[src/design/spm_pkg.sv]
// Constants, register map and types of the serial port pin and select logic
// Functional notes
// - Master drives data out from shift MSB
// - Data lines swap direction between master and slave
// - Slave data out floats when disabled or unselected
// - Three-wire slave always drives slave data out
// - Serial clock driven only as master
// - Four-wire slave ignores clock while deselected
// - Select mode 00: three-wire, always selected
// - Select mode 01: select pin is input
// - Select falling as multi-master disables master
// - Upper mode bit set: select output equals lower
// - Select routed to pin except three-wire
// - Mode fault clears enables, sets fault flag
// - Select falling edge resets slave bit counter
// - Eighth slave bit sets done, fills receive only if empty
package spm_pkg;
  localparam int ADDR_W = 8;
  localparam int DATA_W = 32;
  localparam int BYTE_W = 8;
  localparam int CNT_W = 3;
  localparam int EVT_W = 4;
  localparam int CTRL_W = 4;
  localparam int DIV_W = 8;
  // Register byte addresses
  localparam logic [ADDR_W-1:0] OFS_CTRL = 8'h00;
  localparam logic [ADDR_W-1:0] OFS_STATUS = 8'h04;
  localparam logic [ADDR_W-1:0] OFS_MASK = 8'h08;
  localparam logic [ADDR_W-1:0] OFS_DATA = 8'h0C;
  localparam logic [ADDR_W-1:0] OFS_DIV = 8'h10;
  localparam logic [ADDR_W-1:0] OFS_PINS = 8'h14;
  // Control field positions
  localparam int CTRL_PORT_EN = 0;
  localparam int CTRL_MASTER_EN = 1;
  localparam int CTRL_SEL_LO = 2;
  localparam int CTRL_SEL_HI = 3;
  // Status and mask field positions
  localparam int ST_DONE = 0;
  localparam int ST_FAULT = 1;
  localparam int ST_WCOL = 2;
  localparam int ST_OVRN = 3;
  // Reset values
  localparam logic [CTRL_W-1:0] CTRL_RESET = 4'h4;
  localparam logic [EVT_W-1:0] MASK_RESET = 4'h0;
  localparam logic [DIV_W-1:0] DIV_RESET = 8'h03;
  // Select mode codes
  localparam logic [1:0] SEL_3WIRE = 2'h0;
  localparam logic [1:0] SEL_4W_IN = 2'h1;
  // Bus response codes
  localparam logic [1:0] RESP_OKAY = 2'h0;
  localparam logic [1:0] RESP_SLVERR = 2'h2;
  // Master shift sequencer states
  typedef enum logic [2:0] {
    SPM_M_IDLE = 3'b001,
    SPM_M_LOW = 3'b010,
    SPM_M_HIGH = 3'b100
  } spm_mstate_t;
endpackage

[src/design/spm_top.sv]
// Serial port pin, select mode and byte shifter logic with register slave
//
// Added by the designer: the register offsets and the AXI4-Lite interface to the registers.
module spm_top (
  input wire logic aclk,
  input wire logic aresetn,
  input wire logic [spm_pkg::ADDR_W-1:0] s_axi_awaddr,
  input wire logic s_axi_awvalid,
  output logic s_axi_awready,
  input wire logic [spm_pkg::DATA_W-1:0] s_axi_wdata,
  input wire logic [3:0] s_axi_wstrb,
  input wire logic s_axi_wvalid,
  output logic s_axi_wready,
  output logic [1:0] s_axi_bresp,
  output logic s_axi_bvalid,
  input wire logic s_axi_bready,
  input wire logic [spm_pkg::ADDR_W-1:0] s_axi_araddr,
  input wire logic s_axi_arvalid,
  output logic s_axi_arready,
  output logic [spm_pkg::DATA_W-1:0] s_axi_rdata,
  output logic [1:0] s_axi_rresp,
  output logic s_axi_rvalid,
  input wire logic s_axi_rready,
  input wire logic sck_in,
  output logic sck_out,
  output logic sck_oe,
  input wire logic mosi_in,
  output logic mosi_out,
  output logic mosi_oe,
  input wire logic miso_in,
  output logic miso_out,
  output logic miso_oe,
  input wire logic sel_in_n,
  output logic sel_out_n,
  output logic sel_oe,
  output logic sel_routed,
  output logic irq
);
  // Control and configuration
  logic port_enable_flag;
  logic master_enable_flag;
  logic [1:0] select_mode_field;
  logic select_mode_upper_bit;
  logic select_mode_lower_bit;
  logic [spm_pkg::EVT_W-1:0] status_reg;
  logic [spm_pkg::EVT_W-1:0] status_next;
  logic [spm_pkg::EVT_W-1:0] mask_reg;
  logic [spm_pkg::DIV_W-1:0] div_reg;
  // Bus slave state
  logic aw_have_reg;
  logic w_have_reg;
  logic [spm_pkg::ADDR_W-1:0] awaddr_reg;
  logic [spm_pkg::DATA_W-1:0] wdata_reg;
  logic wstrb0_reg;
  logic do_write;
  logic wr_hit;
  logic rd_data_hit;
  // Synchronised pins and edges
  logic [3:0] pins_s;
  logic sck_s;
  logic sel_s;
  logic mosi_s;
  logic miso_s;
  logic sck_d_reg;
  logic sel_d_reg;
  logic sck_rise;
  logic sck_fall;
  logic sel_fall;
  // Datapath
  logic [spm_pkg::BYTE_W-1:0] shift_reg;
  logic [spm_pkg::BYTE_W-1:0] tx_buf_reg;
  logic [spm_pkg::BYTE_W-1:0] rx_buf_reg;
  logic tx_full_reg;
  logic rx_full_reg;
  logic loaded_reg;
  logic bit_reg;
  logic s_mid_reg;
  logic [spm_pkg::CNT_W-1:0] cnt_reg;
  logic sck_reg;
  spm_pkg::spm_mstate_t mstate_reg;
  logic as_master;
  logic as_slave;
  logic selected;
  logic slave_active;
  logic div_tick;
  logic m_start;
  logic m_rise;
  logic m_fall;
  logic s_rise;
  logic s_fall;
  logic byte_done;
  logic mode_fault;
  logic tx_load;
  logic wcol;

  // Register address match helper
  function automatic logic is_addr(input logic [spm_pkg::ADDR_W-1:0] a,
                                   input logic [spm_pkg::ADDR_W-1:0] ofs);
    is_addr = (a == ofs);
  endfunction

  function automatic logic mapped(input logic [spm_pkg::ADDR_W-1:0] a);
    mapped = is_addr(a, spm_pkg::OFS_CTRL) || is_addr(a, spm_pkg::OFS_STATUS) ||
             is_addr(a, spm_pkg::OFS_MASK) || is_addr(a, spm_pkg::OFS_DATA) ||
             is_addr(a, spm_pkg::OFS_DIV) || is_addr(a, spm_pkg::OFS_PINS);
  endfunction

  assign select_mode_field = {select_mode_upper_bit, select_mode_lower_bit};

  // Pins pass two flip-flops before use
  spm_sync #(
    .WIDTH(4)
  ) u_sync (
    .aclk(aclk),
    .aresetn(aresetn),
    .async_in({miso_in, mosi_in, !sel_in_n, sck_in}),
    .sync_out(pins_s)
  );

  assign sck_s = pins_s[0];
  // Select enters inverted so a cleared synchroniser reads idle
  assign sel_s = !pins_s[1];
  assign mosi_s = pins_s[2];
  assign miso_s = pins_s[3];

  // Edge detection on synchronised lines
  always_ff @(posedge aclk) begin
    if (!aresetn) begin
      sck_d_reg <= 1'b0;
      sel_d_reg <= 1'b1;
    end else begin
      sck_d_reg <= sck_s;
      sel_d_reg <= sel_s;
    end
  end

  assign sck_rise = sck_s && !sck_d_reg;
  assign sck_fall = !sck_s && sck_d_reg;
  assign sel_fall = sel_d_reg && !sel_s;

  // Role and selection
  assign as_master = port_enable_flag && master_enable_flag;
  assign as_slave = port_enable_flag && !master_enable_flag;
  assign selected = (select_mode_field == spm_pkg::SEL_3WIRE) ||
                    ((select_mode_field == spm_pkg::SEL_4W_IN) && !sel_s);
  assign slave_active = as_slave && selected;

  // Pin drive and direction
  assign mosi_oe = as_master;
  assign mosi_out = shift_reg[spm_pkg::BYTE_W-1];
  assign miso_oe = slave_active;
  assign miso_out = shift_reg[spm_pkg::BYTE_W-1];
  assign sck_oe = as_master;
  assign sck_out = sck_reg;
  assign sel_routed = (select_mode_field != spm_pkg::SEL_3WIRE);
  assign sel_oe = select_mode_upper_bit;
  assign sel_out_n = select_mode_lower_bit;

  // Master serial clock timing
  spm_clk_div #(
    .DIV_W(spm_pkg::DIV_W)
  ) u_div (
    .aclk(aclk),
    .aresetn(aresetn),
    .run(mstate_reg != spm_pkg::SPM_M_IDLE),
    .half_div(div_reg),
    .tick(div_tick)
  );

  // Multi-master fault: select falls while master in mode 01
  assign mode_fault = as_master && (select_mode_field == spm_pkg::SEL_4W_IN) &&
                      sel_fall;

  assign m_start = as_master && !mode_fault && tx_full_reg &&
                   (mstate_reg == spm_pkg::SPM_M_IDLE);
  assign m_rise = div_tick && (mstate_reg == spm_pkg::SPM_M_LOW);
  assign m_fall = div_tick && (mstate_reg == spm_pkg::SPM_M_HIGH);
  assign s_rise = slave_active && sck_rise;
  assign s_fall = slave_active && sck_fall;
  assign byte_done = (m_fall || s_fall) && (cnt_reg == spm_pkg::CNT_W'(7));

  // Slave loads waiting byte only between bytes
  assign tx_load = m_start || (as_slave && tx_full_reg && !loaded_reg &&
                   cnt_reg == '0 && !s_mid_reg && !s_rise);

  // Master sequencer and serial clock level
  always_ff @(posedge aclk) begin
    if (!aresetn || !as_master || mode_fault) begin
      mstate_reg <= spm_pkg::SPM_M_IDLE;
      sck_reg <= 1'b0;
    end else begin
      unique case (mstate_reg)
        spm_pkg::SPM_M_IDLE: begin
          if (m_start) mstate_reg <= spm_pkg::SPM_M_LOW;
        end
        spm_pkg::SPM_M_LOW: begin
          if (m_rise) begin
            mstate_reg <= spm_pkg::SPM_M_HIGH;
            sck_reg <= 1'b1;
          end
        end
        spm_pkg::SPM_M_HIGH: begin
          if (m_fall) begin
            sck_reg <= 1'b0;
            mstate_reg <= byte_done ? spm_pkg::SPM_M_IDLE : spm_pkg::SPM_M_LOW;
          end
        end
        default: begin
          mstate_reg <= spm_pkg::SPM_M_IDLE;
        end
      endcase
    end
  end

  // Capture on rising edge, shift on falling edge, MSB first
  always_ff @(posedge aclk) begin
    if (!aresetn) begin
      shift_reg <= '0;
      bit_reg <= 1'b0;
    end else begin
      if (tx_load) begin
        shift_reg <= tx_buf_reg;
      end else if (m_fall || s_fall) begin
        shift_reg <= {shift_reg[spm_pkg::BYTE_W-2:0], bit_reg};
      end
      if (m_rise) begin
        bit_reg <= miso_s;
      end else if (s_rise) begin
        bit_reg <= mosi_s;
      end
    end
  end

  // Bit counter; disable or select falling edge restarts it
  always_ff @(posedge aclk) begin
    if (!aresetn || !port_enable_flag || mode_fault) begin
      cnt_reg <= '0;
      loaded_reg <= 1'b0;
      s_mid_reg <= 1'b0;
    end else if (as_slave && sel_fall &&
                 select_mode_field == spm_pkg::SEL_4W_IN) begin
      cnt_reg <= '0;
      loaded_reg <= 1'b0;
      s_mid_reg <= 1'b0;
    end else begin
      if (m_fall || s_fall) cnt_reg <= cnt_reg + spm_pkg::CNT_W'(1);
      // Slave bit half done: shift register locked
      if (s_rise) s_mid_reg <= 1'b1;
      else if (s_fall) s_mid_reg <= 1'b0;
      if (tx_load && as_slave) loaded_reg <= 1'b1;
      else if (byte_done) loaded_reg <= 1'b0;
    end
  end

  // Transmit buffer with collision detection
  assign wcol = do_write && wr_hit && is_addr(awaddr_reg, spm_pkg::OFS_DATA) &&
                tx_full_reg;

  always_ff @(posedge aclk) begin
    if (!aresetn) begin
      tx_buf_reg <= '0;
      tx_full_reg <= 1'b0;
    end else begin
      if (do_write && wr_hit && is_addr(awaddr_reg, spm_pkg::OFS_DATA) &&
          !tx_full_reg) begin
        tx_buf_reg <= wdata_reg[spm_pkg::BYTE_W-1:0];
        tx_full_reg <= 1'b1;
      end else if (tx_load) begin
        tx_full_reg <= 1'b0;
      end
    end
  end

  // Receive buffer; reading the data register frees it
  always_ff @(posedge aclk) begin
    if (!aresetn) begin
      rx_buf_reg <= '0;
      rx_full_reg <= 1'b0;
    end else begin
      if (byte_done && !(rx_full_reg && as_slave)) begin
        rx_buf_reg <= {shift_reg[spm_pkg::BYTE_W-2:0], bit_reg};
        rx_full_reg <= 1'b1;
      end else if (rd_data_hit) begin
        rx_full_reg <= 1'b0;
      end
    end
  end

  // Control register; fault clears both enables
  assign wr_hit = do_write && wstrb0_reg;

  always_ff @(posedge aclk) begin
    if (!aresetn) begin
      port_enable_flag <= spm_pkg::CTRL_RESET[spm_pkg::CTRL_PORT_EN];
      master_enable_flag <= spm_pkg::CTRL_RESET[spm_pkg::CTRL_MASTER_EN];
      select_mode_lower_bit <= spm_pkg::CTRL_RESET[spm_pkg::CTRL_SEL_LO];
      select_mode_upper_bit <= spm_pkg::CTRL_RESET[spm_pkg::CTRL_SEL_HI];
    end else if (mode_fault) begin
      port_enable_flag <= 1'b0;
      master_enable_flag <= 1'b0;
    end else if (wr_hit && is_addr(awaddr_reg, spm_pkg::OFS_CTRL)) begin
      port_enable_flag <= wdata_reg[spm_pkg::CTRL_PORT_EN];
      master_enable_flag <= wdata_reg[spm_pkg::CTRL_MASTER_EN];
      select_mode_lower_bit <= wdata_reg[spm_pkg::CTRL_SEL_LO];
      select_mode_upper_bit <= wdata_reg[spm_pkg::CTRL_SEL_HI];
    end
  end

  // Mask and divider registers
  always_ff @(posedge aclk) begin
    if (!aresetn) begin
      mask_reg <= spm_pkg::MASK_RESET;
      div_reg <= spm_pkg::DIV_RESET;
    end else begin
      if (wr_hit && is_addr(awaddr_reg, spm_pkg::OFS_MASK)) begin
        mask_reg <= wdata_reg[spm_pkg::EVT_W-1:0];
      end
      if (wr_hit && is_addr(awaddr_reg, spm_pkg::OFS_DIV)) begin
        div_reg <= wdata_reg[spm_pkg::DIV_W-1:0];
      end
    end
  end

  // Sticky status, write one to clear, set wins
  always_comb begin
    status_next = status_reg;
    if (wr_hit && is_addr(awaddr_reg, spm_pkg::OFS_STATUS)) begin
      status_next = status_next & ~wdata_reg[spm_pkg::EVT_W-1:0];
    end
    if (byte_done) status_next[spm_pkg::ST_DONE] = 1'b1;
    if (mode_fault) status_next[spm_pkg::ST_FAULT] = 1'b1;
    if (wcol) status_next[spm_pkg::ST_WCOL] = 1'b1;
    if (byte_done && rx_full_reg && as_slave) begin
      status_next[spm_pkg::ST_OVRN] = 1'b1;
    end
  end

  always_ff @(posedge aclk) begin
    if (!aresetn) begin
      status_reg <= '0;
    end else begin
      status_reg <= status_next;
    end
  end

  // Level interrupt from unmasked status
  assign irq = |(status_reg & mask_reg);

  // Write address and data taken in either order
  assign s_axi_awready = !aw_have_reg && !s_axi_bvalid;
  assign s_axi_wready = !w_have_reg && !s_axi_bvalid;
  assign do_write = aw_have_reg && w_have_reg && !s_axi_bvalid;

  always_ff @(posedge aclk) begin
    if (!aresetn) begin
      aw_have_reg <= 1'b0;
      w_have_reg <= 1'b0;
      awaddr_reg <= '0;
      wdata_reg <= '0;
      wstrb0_reg <= 1'b0;
      s_axi_bvalid <= 1'b0;
      s_axi_bresp <= spm_pkg::RESP_OKAY;
    end else begin
      if (s_axi_awvalid && s_axi_awready) begin
        aw_have_reg <= 1'b1;
        awaddr_reg <= s_axi_awaddr;
      end
      if (s_axi_wvalid && s_axi_wready) begin
        w_have_reg <= 1'b1;
        wdata_reg <= s_axi_wdata;
        wstrb0_reg <= s_axi_wstrb[0];
      end
      if (do_write) begin
        aw_have_reg <= 1'b0;
        w_have_reg <= 1'b0;
        s_axi_bvalid <= 1'b1;
        s_axi_bresp <= mapped(awaddr_reg) ? spm_pkg::RESP_OKAY : spm_pkg::RESP_SLVERR;
      end else if (s_axi_bvalid && s_axi_bready) begin
        s_axi_bvalid <= 1'b0;
      end
    end
  end

  // Read channel, one outstanding read
  assign s_axi_arready = !s_axi_rvalid;
  assign rd_data_hit = s_axi_arvalid && s_axi_arready &&
                       is_addr(s_axi_araddr, spm_pkg::OFS_DATA);

  always_ff @(posedge aclk) begin
    if (!aresetn) begin
      s_axi_rvalid <= 1'b0;
      s_axi_rdata <= '0;
      s_axi_rresp <= spm_pkg::RESP_OKAY;
    end else if (s_axi_arvalid && s_axi_arready) begin
      s_axi_rvalid <= 1'b1;
      s_axi_rresp <= mapped(s_axi_araddr) ? spm_pkg::RESP_OKAY : spm_pkg::RESP_SLVERR;
      s_axi_rdata <= '0;
      if (is_addr(s_axi_araddr, spm_pkg::OFS_CTRL)) begin
        s_axi_rdata[spm_pkg::CTRL_W-1:0] <= {select_mode_upper_bit, select_mode_lower_bit,
                                             master_enable_flag, port_enable_flag};
      end else if (is_addr(s_axi_araddr, spm_pkg::OFS_STATUS)) begin
        s_axi_rdata[spm_pkg::EVT_W-1:0] <= status_reg;
      end else if (is_addr(s_axi_araddr, spm_pkg::OFS_MASK)) begin
        s_axi_rdata[spm_pkg::EVT_W-1:0] <= mask_reg;
      end else if (is_addr(s_axi_araddr, spm_pkg::OFS_DATA)) begin
        s_axi_rdata[spm_pkg::BYTE_W-1:0] <= rx_buf_reg;
      end else if (is_addr(s_axi_araddr, spm_pkg::OFS_DIV)) begin
        s_axi_rdata[spm_pkg::DIV_W-1:0] <= div_reg;
      end else if (is_addr(s_axi_araddr, spm_pkg::OFS_PINS)) begin
        s_axi_rdata[6:0] <= {sel_routed, sck_oe, miso_oe, mosi_oe,
                             mstate_reg != spm_pkg::SPM_M_IDLE, rx_full_reg, tx_full_reg};
      end
    end else if (s_axi_rvalid && s_axi_rready) begin
      s_axi_rvalid <= 1'b0;
    end
  end
endmodule // spm_top

[src/design/spm_sync.sv]
// Two-stage synchroniser for pin inputs
module spm_sync #(
  parameter int WIDTH = 4
) (
  input wire logic aclk,
  input wire logic aresetn,
  input wire logic [WIDTH-1:0] async_in,
  output logic [WIDTH-1:0] sync_out
);
  logic [WIDTH-1:0] meta_reg;

  initial begin
    if (WIDTH < 1) $error("spm_sync: WIDTH must be at least 1");
  end

  // First stage feeds only the second
  always_ff @(posedge aclk) begin
    if (!aresetn) begin
      meta_reg <= '0;
      sync_out <= '0;
    end else begin
      meta_reg <= async_in;
      sync_out <= meta_reg;
    end
  end
endmodule // spm_sync

[src/design/spm_clk_div.sv]
// Half-period tick generator for the master serial clock
module spm_clk_div #(
  parameter int DIV_W = 8
) (
  input wire logic aclk,
  input wire logic aresetn,
  input wire logic run,
  input wire logic [DIV_W-1:0] half_div,
  output logic tick
);
  logic [DIV_W-1:0] cnt_reg;

  initial begin
    if (DIV_W < 1) $error("spm_clk_div: DIV_W must be at least 1");
  end

  // Tick every half_div+1 clocks while running
  assign tick = run && (cnt_reg == half_div);

  always_ff @(posedge aclk) begin
    if (!aresetn || !run || tick) begin
      cnt_reg <= '0;
    end else begin
      cnt_reg <= cnt_reg + DIV_W'(1);
    end
  end
endmodule // spm_clk_div

[config.mk]
export PLATFORM = sky130hd
export DESIGN_NAME = spm_top
export DESIGN_NICKNAME = d
export VERILOG_FILES = /design/src/design/spm_pkg.sv /design/src/design/spm_top.sv /design/src/design/spm_sync.sv /design/src/design/spm_clk_div.sv
export SDC_FILE = /design/constraint.sdc
export NUM_CORES = 1
export LEC_CHECK = 0
export ABC_AREA = 1
export BUFFER_PORTS_ARGS = -buffer_cell sky130_fd_sc_hd__buf_4
export CAP_MARGIN = 20
export CORE_MARGIN = 4
export CORE_UTILIZATION = 25
export DETAILED_ROUTE_END_ITERATION = 6
export PLACE_DENSITY = 0.51
export SETUP_SLACK_MARGIN = 0.1
export SLEW_MARGIN = 10
export SYNTH_ARGS = -nofsm -noshare
export SYNTH_HDL_FRONTEND = slang
export SYNTH_SLANG_ARGS = --single-unit
[constraint.sdc]
create_clock -name aclk -period 1.4 [get_ports aclk]
set_input_delay 0.28 -clock aclk [delete_from_list [all_inputs] [get_ports aclk]]
set_output_delay 0.28 -clock aclk [all_outputs]
set_load 0.02 [all_outputs]
[Word level (Yosys, flattened, before mapping)]
Index checks and enable logic that the tools add are counted.
Storage, ports and cells
  register bits: 107
  input bits: 63
  output and inout port bits: 51
  logic and storage cells: 216
Operators by class
  $add $sub $neg: 2
  equality and inequality tests: 20
  mux-type cells: 41
  bitwise operators: 5
  reduce and logical (&&, ||, !) cells: 112
Operators with widths (number)
  1-bit logical AND: 49
  8-bit by 4-bit equality test with 1-bit output, second input constant: 4
  8-bit by 5-bit equality test with 1-bit output, second input constant: 4
  4-bit two-way mux: 7
  2-bit nonzero test: 14
  8-bit two-way mux: 3
  1-bit two-way mux: 21
  1-bit logical NOT: 19
  1-bit logical OR: 19
  8-bit by 3-bit equality test with 1-bit output, second input constant: 2
  8-bit logical NOT: 2
  7-bit two-way mux: 2
  3-bit two-way mux: 3
  3-bit case mux with 3 select lines: 1
  8-bit by 1-bit adder with 8-bit output, second input constant: 1
  4-bit bitwise AND: 2
  8-bit equality test: 1
  3-bit equality test, second input constant: 2
  2-bit two-way mux: 3
  2-bit != test, second input constant: 3
  3-bit AND reduction: 2
  2-bit OR reduction: 3
  4-bit NOT: 1
  4-bit OR reduction: 1
  other kinds (10): 11

[Logic depth before layout (Yosys ltp)]
Gate-level depths: netlist (run 1).
  word-level depth: 10
  depth in mapped cells: 11
  mapped depth without buffers: 11

[By module]
A second synthesis (run 1) with hierarchy kept.
Second synthesis, totals
  cells, all modules: 748
  area, all modules: 5112.4 sq um
By module, submodules not included
  spm_top: times used 1, cells each 650, area an instance 4401.7 sq um, seq. area each 1781.7 sq um
  spm_clk_div: times used 1, cells each 73, area an instance 485.5 sq um, seq. area each 160.2 sq um
  spm_sync: times used 1, cells each 25, area an instance 225.2 sq um, seq. area each 160.2 sq um

[Worst setup path after synthesis (run 1)]
Ideal clock, no wire load.
  path kind: reg-to-reg
  start: register select_mode_lower_bit, in the netlist sel_out_n
  end: register rx_buf_reg[2] (netlist name)
  setup time: 0.110 ns
  data arrival time: 1.381 ns
  required time: 1.290 ns
  slack: -0.091 ns
  cell stages (with the launch flop): 10
  buffers on the path: 1
  period minus slack after synthesis: 1.491 ns
  path through: dfxtp_1 inv_1 nor2_2 nor3_4 nand3_2 nand2_2 buf_6 nand4_1 nand2_1 nor2_1
On the way
  word-level cells in the longest chain between the ends: 8
  elaborated cells on any way between the ends: 9
  those cells by class: eq/ne (1); reduce/logical (8)
RTL lines
  from (decl): RTL line spm_top.sv:44  | logic select_mode_lower_bit;
  from (signal assigned): RTL line spm_top.sv:296  | select_mode_lower_bit <= spm_pkg::CTRL_RESET[spm_pkg::CTRL_SEL_LO];
  from (signal assigned): RTL line spm_top.sv:304  | select_mode_lower_bit <= wdata_reg[spm_pkg::CTRL_SEL_LO];
  2-bit by 1-bit equality test with 1-bit output: RTL line spm_top.sv:145  | ((select_mode_field == spm_pkg::SEL_4W_IN) && !sel_s);
  1-bit logical AND: RTL line spm_top.sv:145
  1-bit logical OR *: RTL line spm_top.sv:144  | assign selected = (select_mode_field == spm_pkg::SEL_3WIRE) ||
  1-bit logical AND *: RTL line spm_top.sv:146  | assign slave_active = as_slave && selected;
  named net miso_oe: RTL line spm_top.sv:32  | output logic miso_oe,
  1-bit logical AND *: RTL line spm_top.sv:179  | assign s_fall = slave_active && sck_fall;
  1-bit logical OR *: RTL line spm_top.sv:180  | assign byte_done = (m_fall || s_fall) && (cnt_reg == spm_pkg::CNT_W'(7));
  1-bit logical AND *: RTL line spm_top.sv:180
  1-bit logical AND *: RTL line spm_top.sv:280  | if (byte_done && !(rx_full_reg && as_slave)) begin
  to (signal assigned): RTL line spm_top.sv:281  | rx_buf_reg <= {shift_reg[spm_pkg::BYTE_W-2:0], bit_reg};
  to (decl): RTL line spm_top.sv:72  | logic [spm_pkg::BYTE_W-1:0] rx_buf_reg;
The timed path passes the listed nets; every way through them passes the cells marked *.
A chain may end at the register's enable or synchronous reset.

[Worst setup path after layout (run 1)]
  start: register select_mode_upper_bit, in the netlist sel_oe
  end: output miso_oe
On the way
  word-level cells in the longest chain between the ends: 4
  elaborated cells on any way between the ends: 5
  those cells by class: eq/ne (1); reduce/logical (4)
RTL lines
  from (decl): RTL line spm_top.sv:43  | logic select_mode_upper_bit;
  from (signal assigned): RTL line spm_top.sv:297  | select_mode_upper_bit <= spm_pkg::CTRL_RESET[spm_pkg::CTRL_SEL_HI];
  from (signal assigned): RTL line spm_top.sv:305  | select_mode_upper_bit <= wdata_reg[spm_pkg::CTRL_SEL_HI];
  2-bit by 1-bit equality test with 1-bit output: RTL line spm_top.sv:145
  1-bit logical AND: RTL line spm_top.sv:145
  1-bit logical OR *: RTL line spm_top.sv:144
  1-bit logical AND *: RTL line spm_top.sv:146
  to (decl): RTL line spm_top.sv:32
Every way passes the cells marked *; elsewhere a longest branch is shown, timed or not.

==> run metrics, run 1 <==
Post-synth EDFFs 0; Startpoint Class flip-flop; fmax 644 MHz; pre-CTS WS -0.190 ns; Worst Clk Skew 0.00799 ns; Synth cell types 41; DR vias 4,839; Post-DP Area 6400 um2; chip height 149 um; FFs w/ async S/R, synth 0; DRC viols 0; n_diodes 0; Worst VDD drop 575 uV; top_reg_cell synth dfxtp_1; area leader, netlist dfxtp_1; Starting Density 0.256; Core ar. 19,500 um2; Final HPWL DP 10,800 um; MaxCap Viol Count 0; hold buffer count at CTS 0; worst setup margin -0.152 ns; worst endpoint data arrival time 1.27 ns; Final Slew Violations 0; Longest Clk Path Bufs 2; PortBufs 60; first-pass GRT wire length 23,000 um; hold crit path type input pin to flip-flop; CTS tree built; pin count of the biggest net entering global routing 19; number of global-route vias before repair 4,676; clock sinks 105; final instance area 7780 um2; required time of the critical path 1.12 ns; Root Buffer clkbuf_16; failing checks setup timing; total of warnings raised by yosys 0; most common cell after layout, fill and taps aside buf_4; crit-path max FO 2; drt pass-1 iters 4; standby leakage power 3.35 nW; Crit. End Element output port; Inserted Clock Buffers 9; Routed WL 14,500 um; io pins 114; Area growth, synth to finish 55.8%; Tot Pwr 6.33 mW; Mapped Area 4990 um2; Iteration-0 DRC Markers 170; post-synthesis cell count 687; WL/cell 12.8 um; non-filler instance count after layout 1,138; layout cells sized above 1 0.456; Final nets 935; number of fill cells 2,033; Worst-Skew Late Latency 0.36 ns; slack of the worst reg-to-reg path -0.11 ns; total track usage 0.130; grt ovf 0; most frequent cells in the layout 141 x buf_4, 90 x nand2_1, 79 x dfxtp_1, 78 x inv_1, 62 x nor2_1; dpl cells 1,088; Core Util, Final 0.399; Placer Congestion 0.796; clk slew on worst S/H paths 0.07 ns; crit path kind flip-flop to output port; Die Area 22,300 um2; Tcrit/Tclk final 1.11; post-DR vias/cell 4.25; num rows 51; ANT nets after route 0; Final Setup Violations 49; status finished with violations; initial antenna violation count 0; die width 149 um; RSZ-0062 raised after global routing true; H-tree depth 3; P per Cell Area 813 nW/um2; #FFs+latches synth 105; Avg Inst Size Synth 7.27 um2; Yosys top cell area share 0.421; synth top area cells dfxtp_1 42%, nand2_1 8.9%, inv_1 7.7%; final hold viol count 0; min cycle time layout 1.55 ns; sequential area share after synthesis 0.421
==> synth_stat cells, types with 4 or more instances <==
| cell | n |
|---|---|
| nand2_1 | 118 |
| dfxtp_1 | 105 |
| inv_1 | 102 |
| nor2_1 | 76 |
| a21oi_1 | 62 |
| o21ai_0 | 57 |
| buf_4 | 28 |
| nand4_1 | 23 |
| nand3_1 | 19 |
| clkbuf_1 | 12 |
| o21ai_2 | 9 |
| nor3_1 | 8 |
| nand2_2 | 7 |
| xnor2_1 | 7 |
| nor2_2 | 5 |
| ha_1 | 4 |
| inv_2 | 4 |
| o211ai_1 | 4 |
==> area by class of cell <==
class                      instances  area (um2)  share of cell area
tap                              265         332              0.0426
inverter                         107         419              0.0538
clock buffer                       9         225              0.0289
timing repair buffer             190        1670               0.215
multi-input combinational        455        2940               0.378
sequential                       105        2140               0.276
clock inverter                     7        50.0             0.00643
==> power breakdown <==
part           internal [mW]  switching [mW]  total [mW]
registers               3.06          0.0609        3.12
clock network           1.22            1.21        2.44
logic                  0.334           0.441       0.776
==> path summary, 6_finish.rpt <==
path                                          from                 end  cells past startpoint
worst max-delay path                        sel_oe             miso_oe                      4
worst min-delay path                      sel_in_n  u_sync.meta_reg[1]                      2
worst max register to register        s_axi_bvalid    port_enable_flag                     10
worst min register to register  u_sync.meta_reg[1]  u_sync.sync_out[1]                      2
==> worst max-delay path: stages (launching register included) <==
cell and delay [ns]:
dfxtp_4 0.35, buf_6 0.12, nor3_4 0.21, buf_6 0.14
buf_6 0.11
==> per-stage QoR <==
step           hold slack [ns]  setup TNS [ns]
2_1_floorplan            0.352          -0.818
6_report                0.0611           -2.53
4_1_cts                 0.0507           -3.41
3_5_place_dp             0.396           -4.67
5_1_grt                 0.0526           -7.12
3_3_place_gp             0.397           -3.96
==> layer usage <==
layer / up-vias / global-route usage / share of wire
met4: 0 / 0.0352 / 0.011
met3: 12 / 0.0286 / 0.040
met5: - / 0 / 0
met2: 86 / 0.214 / 0.47
met1: 2207 / 0.173 / 0.48
li1: 2534 / - / -
==> kinds of logic (layout without fill, tap and decap cells) <==
family,after synthesis,in the layout,synth area share
buffers and inverters,153,313,0.143
AND/OR/NAND/NOR,274,275,0.255
XOR/XNOR,9,9,0.0158
flip-flops,105,105,0.421
AO/OA/AOI/OAI,141,141,0.155
adder cells (fa/ha/maj),4,4,0.0100
other,1,26,0.000751
==> repair_timing <==
action                                  in CTS  in global routing
gates cloned                                 2                  0
buffers inserted                            21                 18
pin swaps                                   35                 44
gates resized for setup                    154                107
endpoints found under the setup margin      86                 89
Note: power is estimated with default switching activity, not from simulation.
==> run 2: changes to the inputs <==
--- a/config.mk
+++ b/config.mk
@@ -5,7 +5,6 @@
 export SDC_FILE = /design/constraint.sdc
 export NUM_CORES = 1
 export LEC_CHECK = 0
-export ABC_AREA = 1
 export BUFFER_PORTS_ARGS = -buffer_cell sky130_fd_sc_hd__buf_4
 export CAP_MARGIN = 20
 export CORE_MARGIN = 4
==> run metrics, run 2 <==
status finished with violations; failing checks setup timing; Final HPWL DP 10,600 um (-2.2%); worst reg2reg startpoint awaddr_reg[1]; final hold viol count 0 (unchanged); WL/cell 14.9 um (+17%); clock sinks 105 (unchanged); Worst-Skew Late Latency 0.36 ns (about the same); dpl cells 902 (-17%); Post-synth EDFFs 0 (unchanged); RSZ-0062 raised after global routing true; top_reg_cell synth dfxtp_1; n_diodes 0 (unchanged); slack of the worst reg-to-reg path -0.40 ns (-0.29 ns); Area growth, synth to finish 45.7%; number of global-route vias before repair 4,334 (-7.3%); worst r2r dst status_reg[3]; sequential area share after synthesis 0.442 (+0.0207); worst endpoint data arrival time 2.05 ns (+0.78 ns); ANT nets after route 0 (unchanged); pin count of the biggest net entering global routing 57 (+38); PortBufs 60 (unchanged); fmax 556 MHz (-14%); worst setup margin -0.399 ns (-0.247 ns); area leader, netlist dfxtp_1; post-synthesis cell count 553 (-20%); non-filler instance count after layout 937 (-18%); drt pass-1 iters 4 (unchanged); CTS tree built; Yosys top cell area share 0.442 (+0.0207); Tot Pwr 6.22 mW (-1.7%); Synth cell types 54 (+32%); required time of the critical path 1.65 ns (+0.53 ns); post-synthesis compound-gate area fraction 0.140 (-0.0147); Crit. End Element flip-flop; die width 146 um (-2.2%); Root Buffer clkbuf_16; total track usage 0.131 (+0.00106); pre-CTS WS -0.387 ns (-0.198 ns); H-tree depth 3 (unchanged); setup TNS -17.91 ns (-15.39 ns); WHS 0.0756 ns (+0.0145 ns); Mapped Area 4760 um2 (-4.7%); #FFs+latches synth 105 (unchanged); Longest Clk Path Bufs 2 (unchanged); DR vias 4,316 (-11%); Synth Area in XOR/XNOR 0.0276 (+0.0118); top cells by count, synth 105 x dfxtp_1, 67 x nand2_1, 56 x nor2_1; Placer Congestion 0.864 (+8.6%); post-synthesis simple-gate area fraction 0.217 (-0.0379); Final Setup Violations 72 (+47%); Synth Area in Adders 0.0105 (+0.000492); Final Slew Violations 0 (unchanged); io pins 114 (unchanged); Worst Clk Skew 0.0123 ns (+0.00435 ns); min cycle time layout 1.80 ns (+0.247 ns); initial antenna violation count 0 (unchanged); Avg Inst Size Synth 8.61 um2 (+18%); Tcrit/Tclk final 1.29 (+0.177); FFs w/ async S/R, synth 0 (unchanged); Startpoint Class flip-flop; Critical path origin awaddr_reg[1]; standby leakage power 2.93 nW (-13%); multiplexer area fraction after synthesis 0.0873 (+0.0873); hold crit path type input pin to flip-flop; first-pass GRT wire length 22,700 um (-1.4%); crit path kind flip-flop to flip-flop; crit-path cells or4_4, nor4_4, nand2_1, o31a_1, o21a_1; grt ovf 0 (unchanged); post-DR vias/cell 4.61 (+8.3%); Slowest-stage cell, CP or4_4; chip height 146 um (-2.2%); largest family of logic cells by synthesized area simple AND/OR/NAND/NOR gates; number of fill cells 1,927 (-5.2%); layout cells sized above 1 0.373 (-0.0832); synth top area cells dfxtp_1 44%, mux2i_1 7.8%, a21oi_1 5.7%; Inserted Clock Buffers 9 (unchanged); Worst Setup EP status_reg[3]; Core ar. 18,700 um2 (-4.2%); R2R cell count 5 (-5); Routed WL 13,900 um (-4.1%); max incr delay on CP 0.57 ns (+0.22 ns); DRC viols 0 (unchanged); Worst VDD drop 576 uV (+0.11%); Final nets 765 (-18%); Largest delay share family, worst path simple AND/OR/NAND/NOR gates; CP Depth 5 (+1); total of warnings raised by yosys 0 (unchanged); number of buffer and inverter stages on the critical path 0 (-3); num rows 50 (-2.0%); crit-path max FO 4 (+2); most frequent cells in the layout 123 x buf_4, 85 x dfxtp_1, 61 x nand2_1, 50 x a21oi_1, 47 x nor2_1; MaxCap Viol Count 0 (unchanged); Die Area 21,300 um2 (-4.4%); Starting Density 0.255 (-0.00128); Iteration-0 DRC Markers 218 (+28%); count leader, synth dfxtp_1; most common cell after layout, fill and taps aside buf_4; P per Cell Area 897 nW/um2 (+10%); clk slew on worst S/H paths 0.07 ns (about the same)
## run 2: cell types whose count changed after synthesis, moves of 11 or more
cell      previous run  this run
o21ai_0             57        33
nand4b_1             0        12
nand2_1            118        67
and2_1               0        11
mux2i_1              0        37
nand4_1             23         4
inv_1              102        14
nor2_1              76        56
## run 2: report_power, final
part / switching, mW / leakage (nW) / internal, mW / total, mW
logic: 0.379 / 1.93 / 0.285 / 0.664
registers: 0.0521 / 0.860 / 3.05 / 3.10
clock network: 1.11 / 0.145 / 1.35 / 2.46
total: 1.54 / 2.93 / 4.68 / 6.22
## run 2: cell families after synthesis
group           after synthesis
compound gates              117
xor+xnor                     15
fa+ha+maj                     4
buf+inv                      66
flops                       105
mux                          41
other cells                   1
simple gates                204
## run 2: stage by stage
step | cell area, um2 | utilization
finish | 6940 | 0.371
global route | 6940 | 0.371
CTS | 6790 | 0.363
detailed placement | 6140 | 0.328
global placement | 6140 | 0.328
floorplan | 5070 | -
## run 2: timing repair
item | in CTS | in global routing
buffers inserted | 14 | 5
setup endpoints to repair | 81 | 94
resized for setup | 73 | 35
pin swaps | 28 | 23
hold buffers | 0 | 0
## run 2: metal layers
layer  wire, um  GRT usage  up-vias
met1       6450      0.177     2022
met2       6430      0.212      119
met4        172     0.0287        0
li1           -          -     2160
met3        875     0.0352       15
met5          0          0        -
## run 2: how the worst min path moves through the flow
stage / startpoint / end / cells past startpoint / slack (ns)
after floorplan: sel_in_n / u_sync.meta_reg[1] / 1 / 0.35
after global placement: u_sync.meta_reg[1] / u_sync.sync_out[1] / 1 / 0.42
after detailed placement: u_sync.meta_reg[1] / u_sync.sync_out[1] / 1 / 0.42
after CTS: sel_in_n / u_sync.meta_reg[1] / 2 / 0.07
after global routing: sel_in_n / u_sync.meta_reg[1] / 2 / 0.07
final: sel_in_n / u_sync.meta_reg[1] / 2 / 0.08
## run 2: final cells by class
class	count	area, um2	share of cell area
clock inverters	4	26.3	0.00379
inverters	14	55.1	0.00794
flip-flops and latches	105	2140	0.308
well taps	234	293	0.0422
repair buffers	161	1400	0.201
clock buffers	12	267	0.0384
multi-input cells	407	2770	0.399
==> run 3: changes to the inputs <==
--- a/config.mk
+++ b/config.mk
@@ -5,12 +5,13 @@
 export SDC_FILE = /design/constraint.sdc
 export NUM_CORES = 1
 export LEC_CHECK = 0
+export ABC_AREA = 1
 export BUFFER_PORTS_ARGS = -buffer_cell sky130_fd_sc_hd__buf_4
 export CAP_MARGIN = 20
 export CORE_MARGIN = 4
-export CORE_UTILIZATION = 25
+export CORE_UTILIZATION = 45
 export DETAILED_ROUTE_END_ITERATION = 6
-export PLACE_DENSITY = 0.51
+export PLACE_DENSITY = 0.77
 export SETUP_SLACK_MARGIN = 0.1
 export SLEW_MARGIN = 10
 export SYNTH_ARGS = -nofsm -noshare
==> run metrics, run 3 (same netlist as run 1, synthesis figures left out) <==
MaxCap Viol Count 0 (unchanged); drt pass-1 iters 5 (+1); Final Setup Violations 62 (-14%); status finished with violations; crit-path cells xnor2_1, nand2_1, nor2_4, nand3_4, nand2_8, buf_12, nand4_1, nand2_1, nor2_1; Critical path origin div_reg[3]; P per Cell Area 795 nW/um2 (-11%); final hold viol count 0 (unchanged); grt ovf 0 (unchanged); crit path kind flip-flop to flip-flop; hold buffer count at CTS 0 (unchanged); standby leakage power 3.19 nW (+9.0%); Routed WL 16,500 um (+18%); Worst Clk Skew 0.0147 ns (+0.00232 ns); Iteration-0 DRC Markers 471 (+120%); most frequent cells in the layout 126 x buf_4, 94 x nand2_1, 79 x inv_1, 74 x dfxtp_1, 63 x nor2_1; first-pass GRT wire length 22,100 um (-2.7%); internal power 4.22 mW (-9.9%); worst endpoint data arrival time 1.98 ns (-0.07 ns); area occupied by registers 2150 um2 (+0.64%); Final HPWL DP 9090 um (-14%); number of fill cells 777 (-60%); most common cell after layout, fill and taps aside buf_4; Inserted Clock Buffers 9 (unchanged); worst setup margin -0.291 ns (+0.108 ns); Root Buffer clkbuf_8; clk slew on worst S/H paths 0.11 ns (+0.04 ns); Worst-Skew Late Latency 0.40 ns (+0.04 ns); area of the multi-input gates 2890 um2 (+4.4%); Area growth, synth to finish 47.8%; crit-path max FO 8 (+4); chip height 113 um (-22%); most used cell, CP nand2_1; Comb pwr share 0.134 (+0.027); min cycle time layout 1.69 ns (-0.108 ns); Core Util, Final 0.681 (+0.310); Core ar. 10,800 um2 (-42%); H-tree depth 3 (unchanged); CTS tree built; Worst VDD drop 531 uV (-7.7%); die width 113 um (-22%); num rows 38 (-24%); post-DR vias/cell 5.25 (+14%); sequential power share 0.533 (+0.035); initial antenna violation count 0 (unchanged); max incr delay on CP 0.35 ns (-0.22 ns); DR vias 5,228 (+21%); n_diodes 0 (unchanged); number of global-route vias before repair 4,618 (+6.6%); layout cells sized above 1 0.450 (+0.0771); clock power share 0.333 (-0.062); Final nets 918 (+20%); pin count of the biggest net entering global routing 28 (-51%); Longest Clk Path Bufs 2 (unchanged); clock sinks 105 (unchanged); required time of the critical path 1.69 ns (+0.04 ns); Starting Density 0.461 (+0.206); fmax 591 MHz (+6.4%); hold wc startpoint sel_in_n; ANT nets after route 0 (unchanged); Die Area 12,800 um2 (-40%); switching power 1.65 mW (+7.3%); hold crit path type input pin to flip-flop; Placer Congestion 0.887 (+2.8%); Crit. End Element flip-flop; total track usage 0.213 (+0.0820); DRC viols 0 (unchanged); RSZ-0062 raised after global routing true; Tcrit/Tclk final 1.21 (-0.0772); Startpoint Class flip-flop; Tot Pwr 5.87 mW (-5.6%); Final Slew Violations 0 (unchanged); worst reg2reg startpoint div_reg[3]; PortBufs 60 (unchanged); WL/cell 16.6 um (+11%); Sw Ratio 0.282 (+0.0340); failing checks setup timing; io pins 114 (unchanged); Slowest-stage cell, CP dfxtp_2
-- run 3: changes by cell type in the layout (fill, tap and decap cells not counted), moves of 12 or more --
cell      delta
inv_2       +21
nand2_1     +33
nor2_4      +13
nand4_1     +19
nor2_1      +16
nand4b_1    -12
a21oi_2     +23
inv_1       +68
mux2i_1     -35
nand2_2     +15
o21ai_2     +25
-- run 3: area by class of cell --
class,instances,area share
clock inverter,6,0.00915
multi-input combinational,455,0.391
tap,140,0.0237
clock buffer,10,0.0173
inverter,107,0.0580
timing repair buffer,173,0.210
sequential,105,0.291
-- run 3: path summary, 6_finish.rpt --
path / to / slack, ns / cells past startpoint
setup / recovery: rx_buf_reg[0] / -0.29 / 9
hold / removal: u_sync.meta_reg[1] / 0.03 / 2
setup reg to reg: rx_buf_reg[0] / -0.29 / 9
hold reg to reg: u_sync.sync_out[3] / 0.42 / 2
-- run 3: what timing repair did --
action                                  in CTS  in global routing
pin swaps                                   49                 59
setup buffers                               20                 24
gates cloned                                 2                  0
endpoints found under the setup margin      70                 88
resized for setup                          150                106
-- run 3: per-layer routing --
layer	wire length, um	track usage	up-vias
met4	821	0.0729	0
met5	0	0	-
met2	7960	0.356	269
li1	-	-	2490
met3	1400	0.0406	82
met1	6300	0.277	2387
-- run 3: critical path: cells and delay by family (launching register included) --
family	cells	cell delay (ns)
AND/OR/NAND/NOR	7	0.84
flip-flops	1	0.35
XOR/XNOR	1	0.25
buffers and inverters	1	0.12
-- run 3: power groups by stage --
stage	Sequential, mW	Combinational [mW]	Clock (mW)
floorplan	3.18	0.395	0
global placement	3.18	0.581	0
detailed placement	3.18	0.590	0
CTS	3.12	0.693	1.93
global route	3.14	0.846	2.05
finish	3.13	0.787	1.96
-- run 3: stage by stage --
stage          instances  worst slack [ns]  TNS, ns  hold WS [ns]  area, um2
6_report             996            -0.291    -8.35        0.0332       7380
5_1_grt              996            -0.333   -12.29        0.0350       7380
4_1_cts              976            -0.156    -2.12        0.0370       6870
3_5_place_dp         938            -0.156    -4.23         0.399       6050
3_3_place_gp         938            -0.123    -2.79         0.395       6050
2_1_floorplan        712           -0.0555   -0.818         0.352       5150
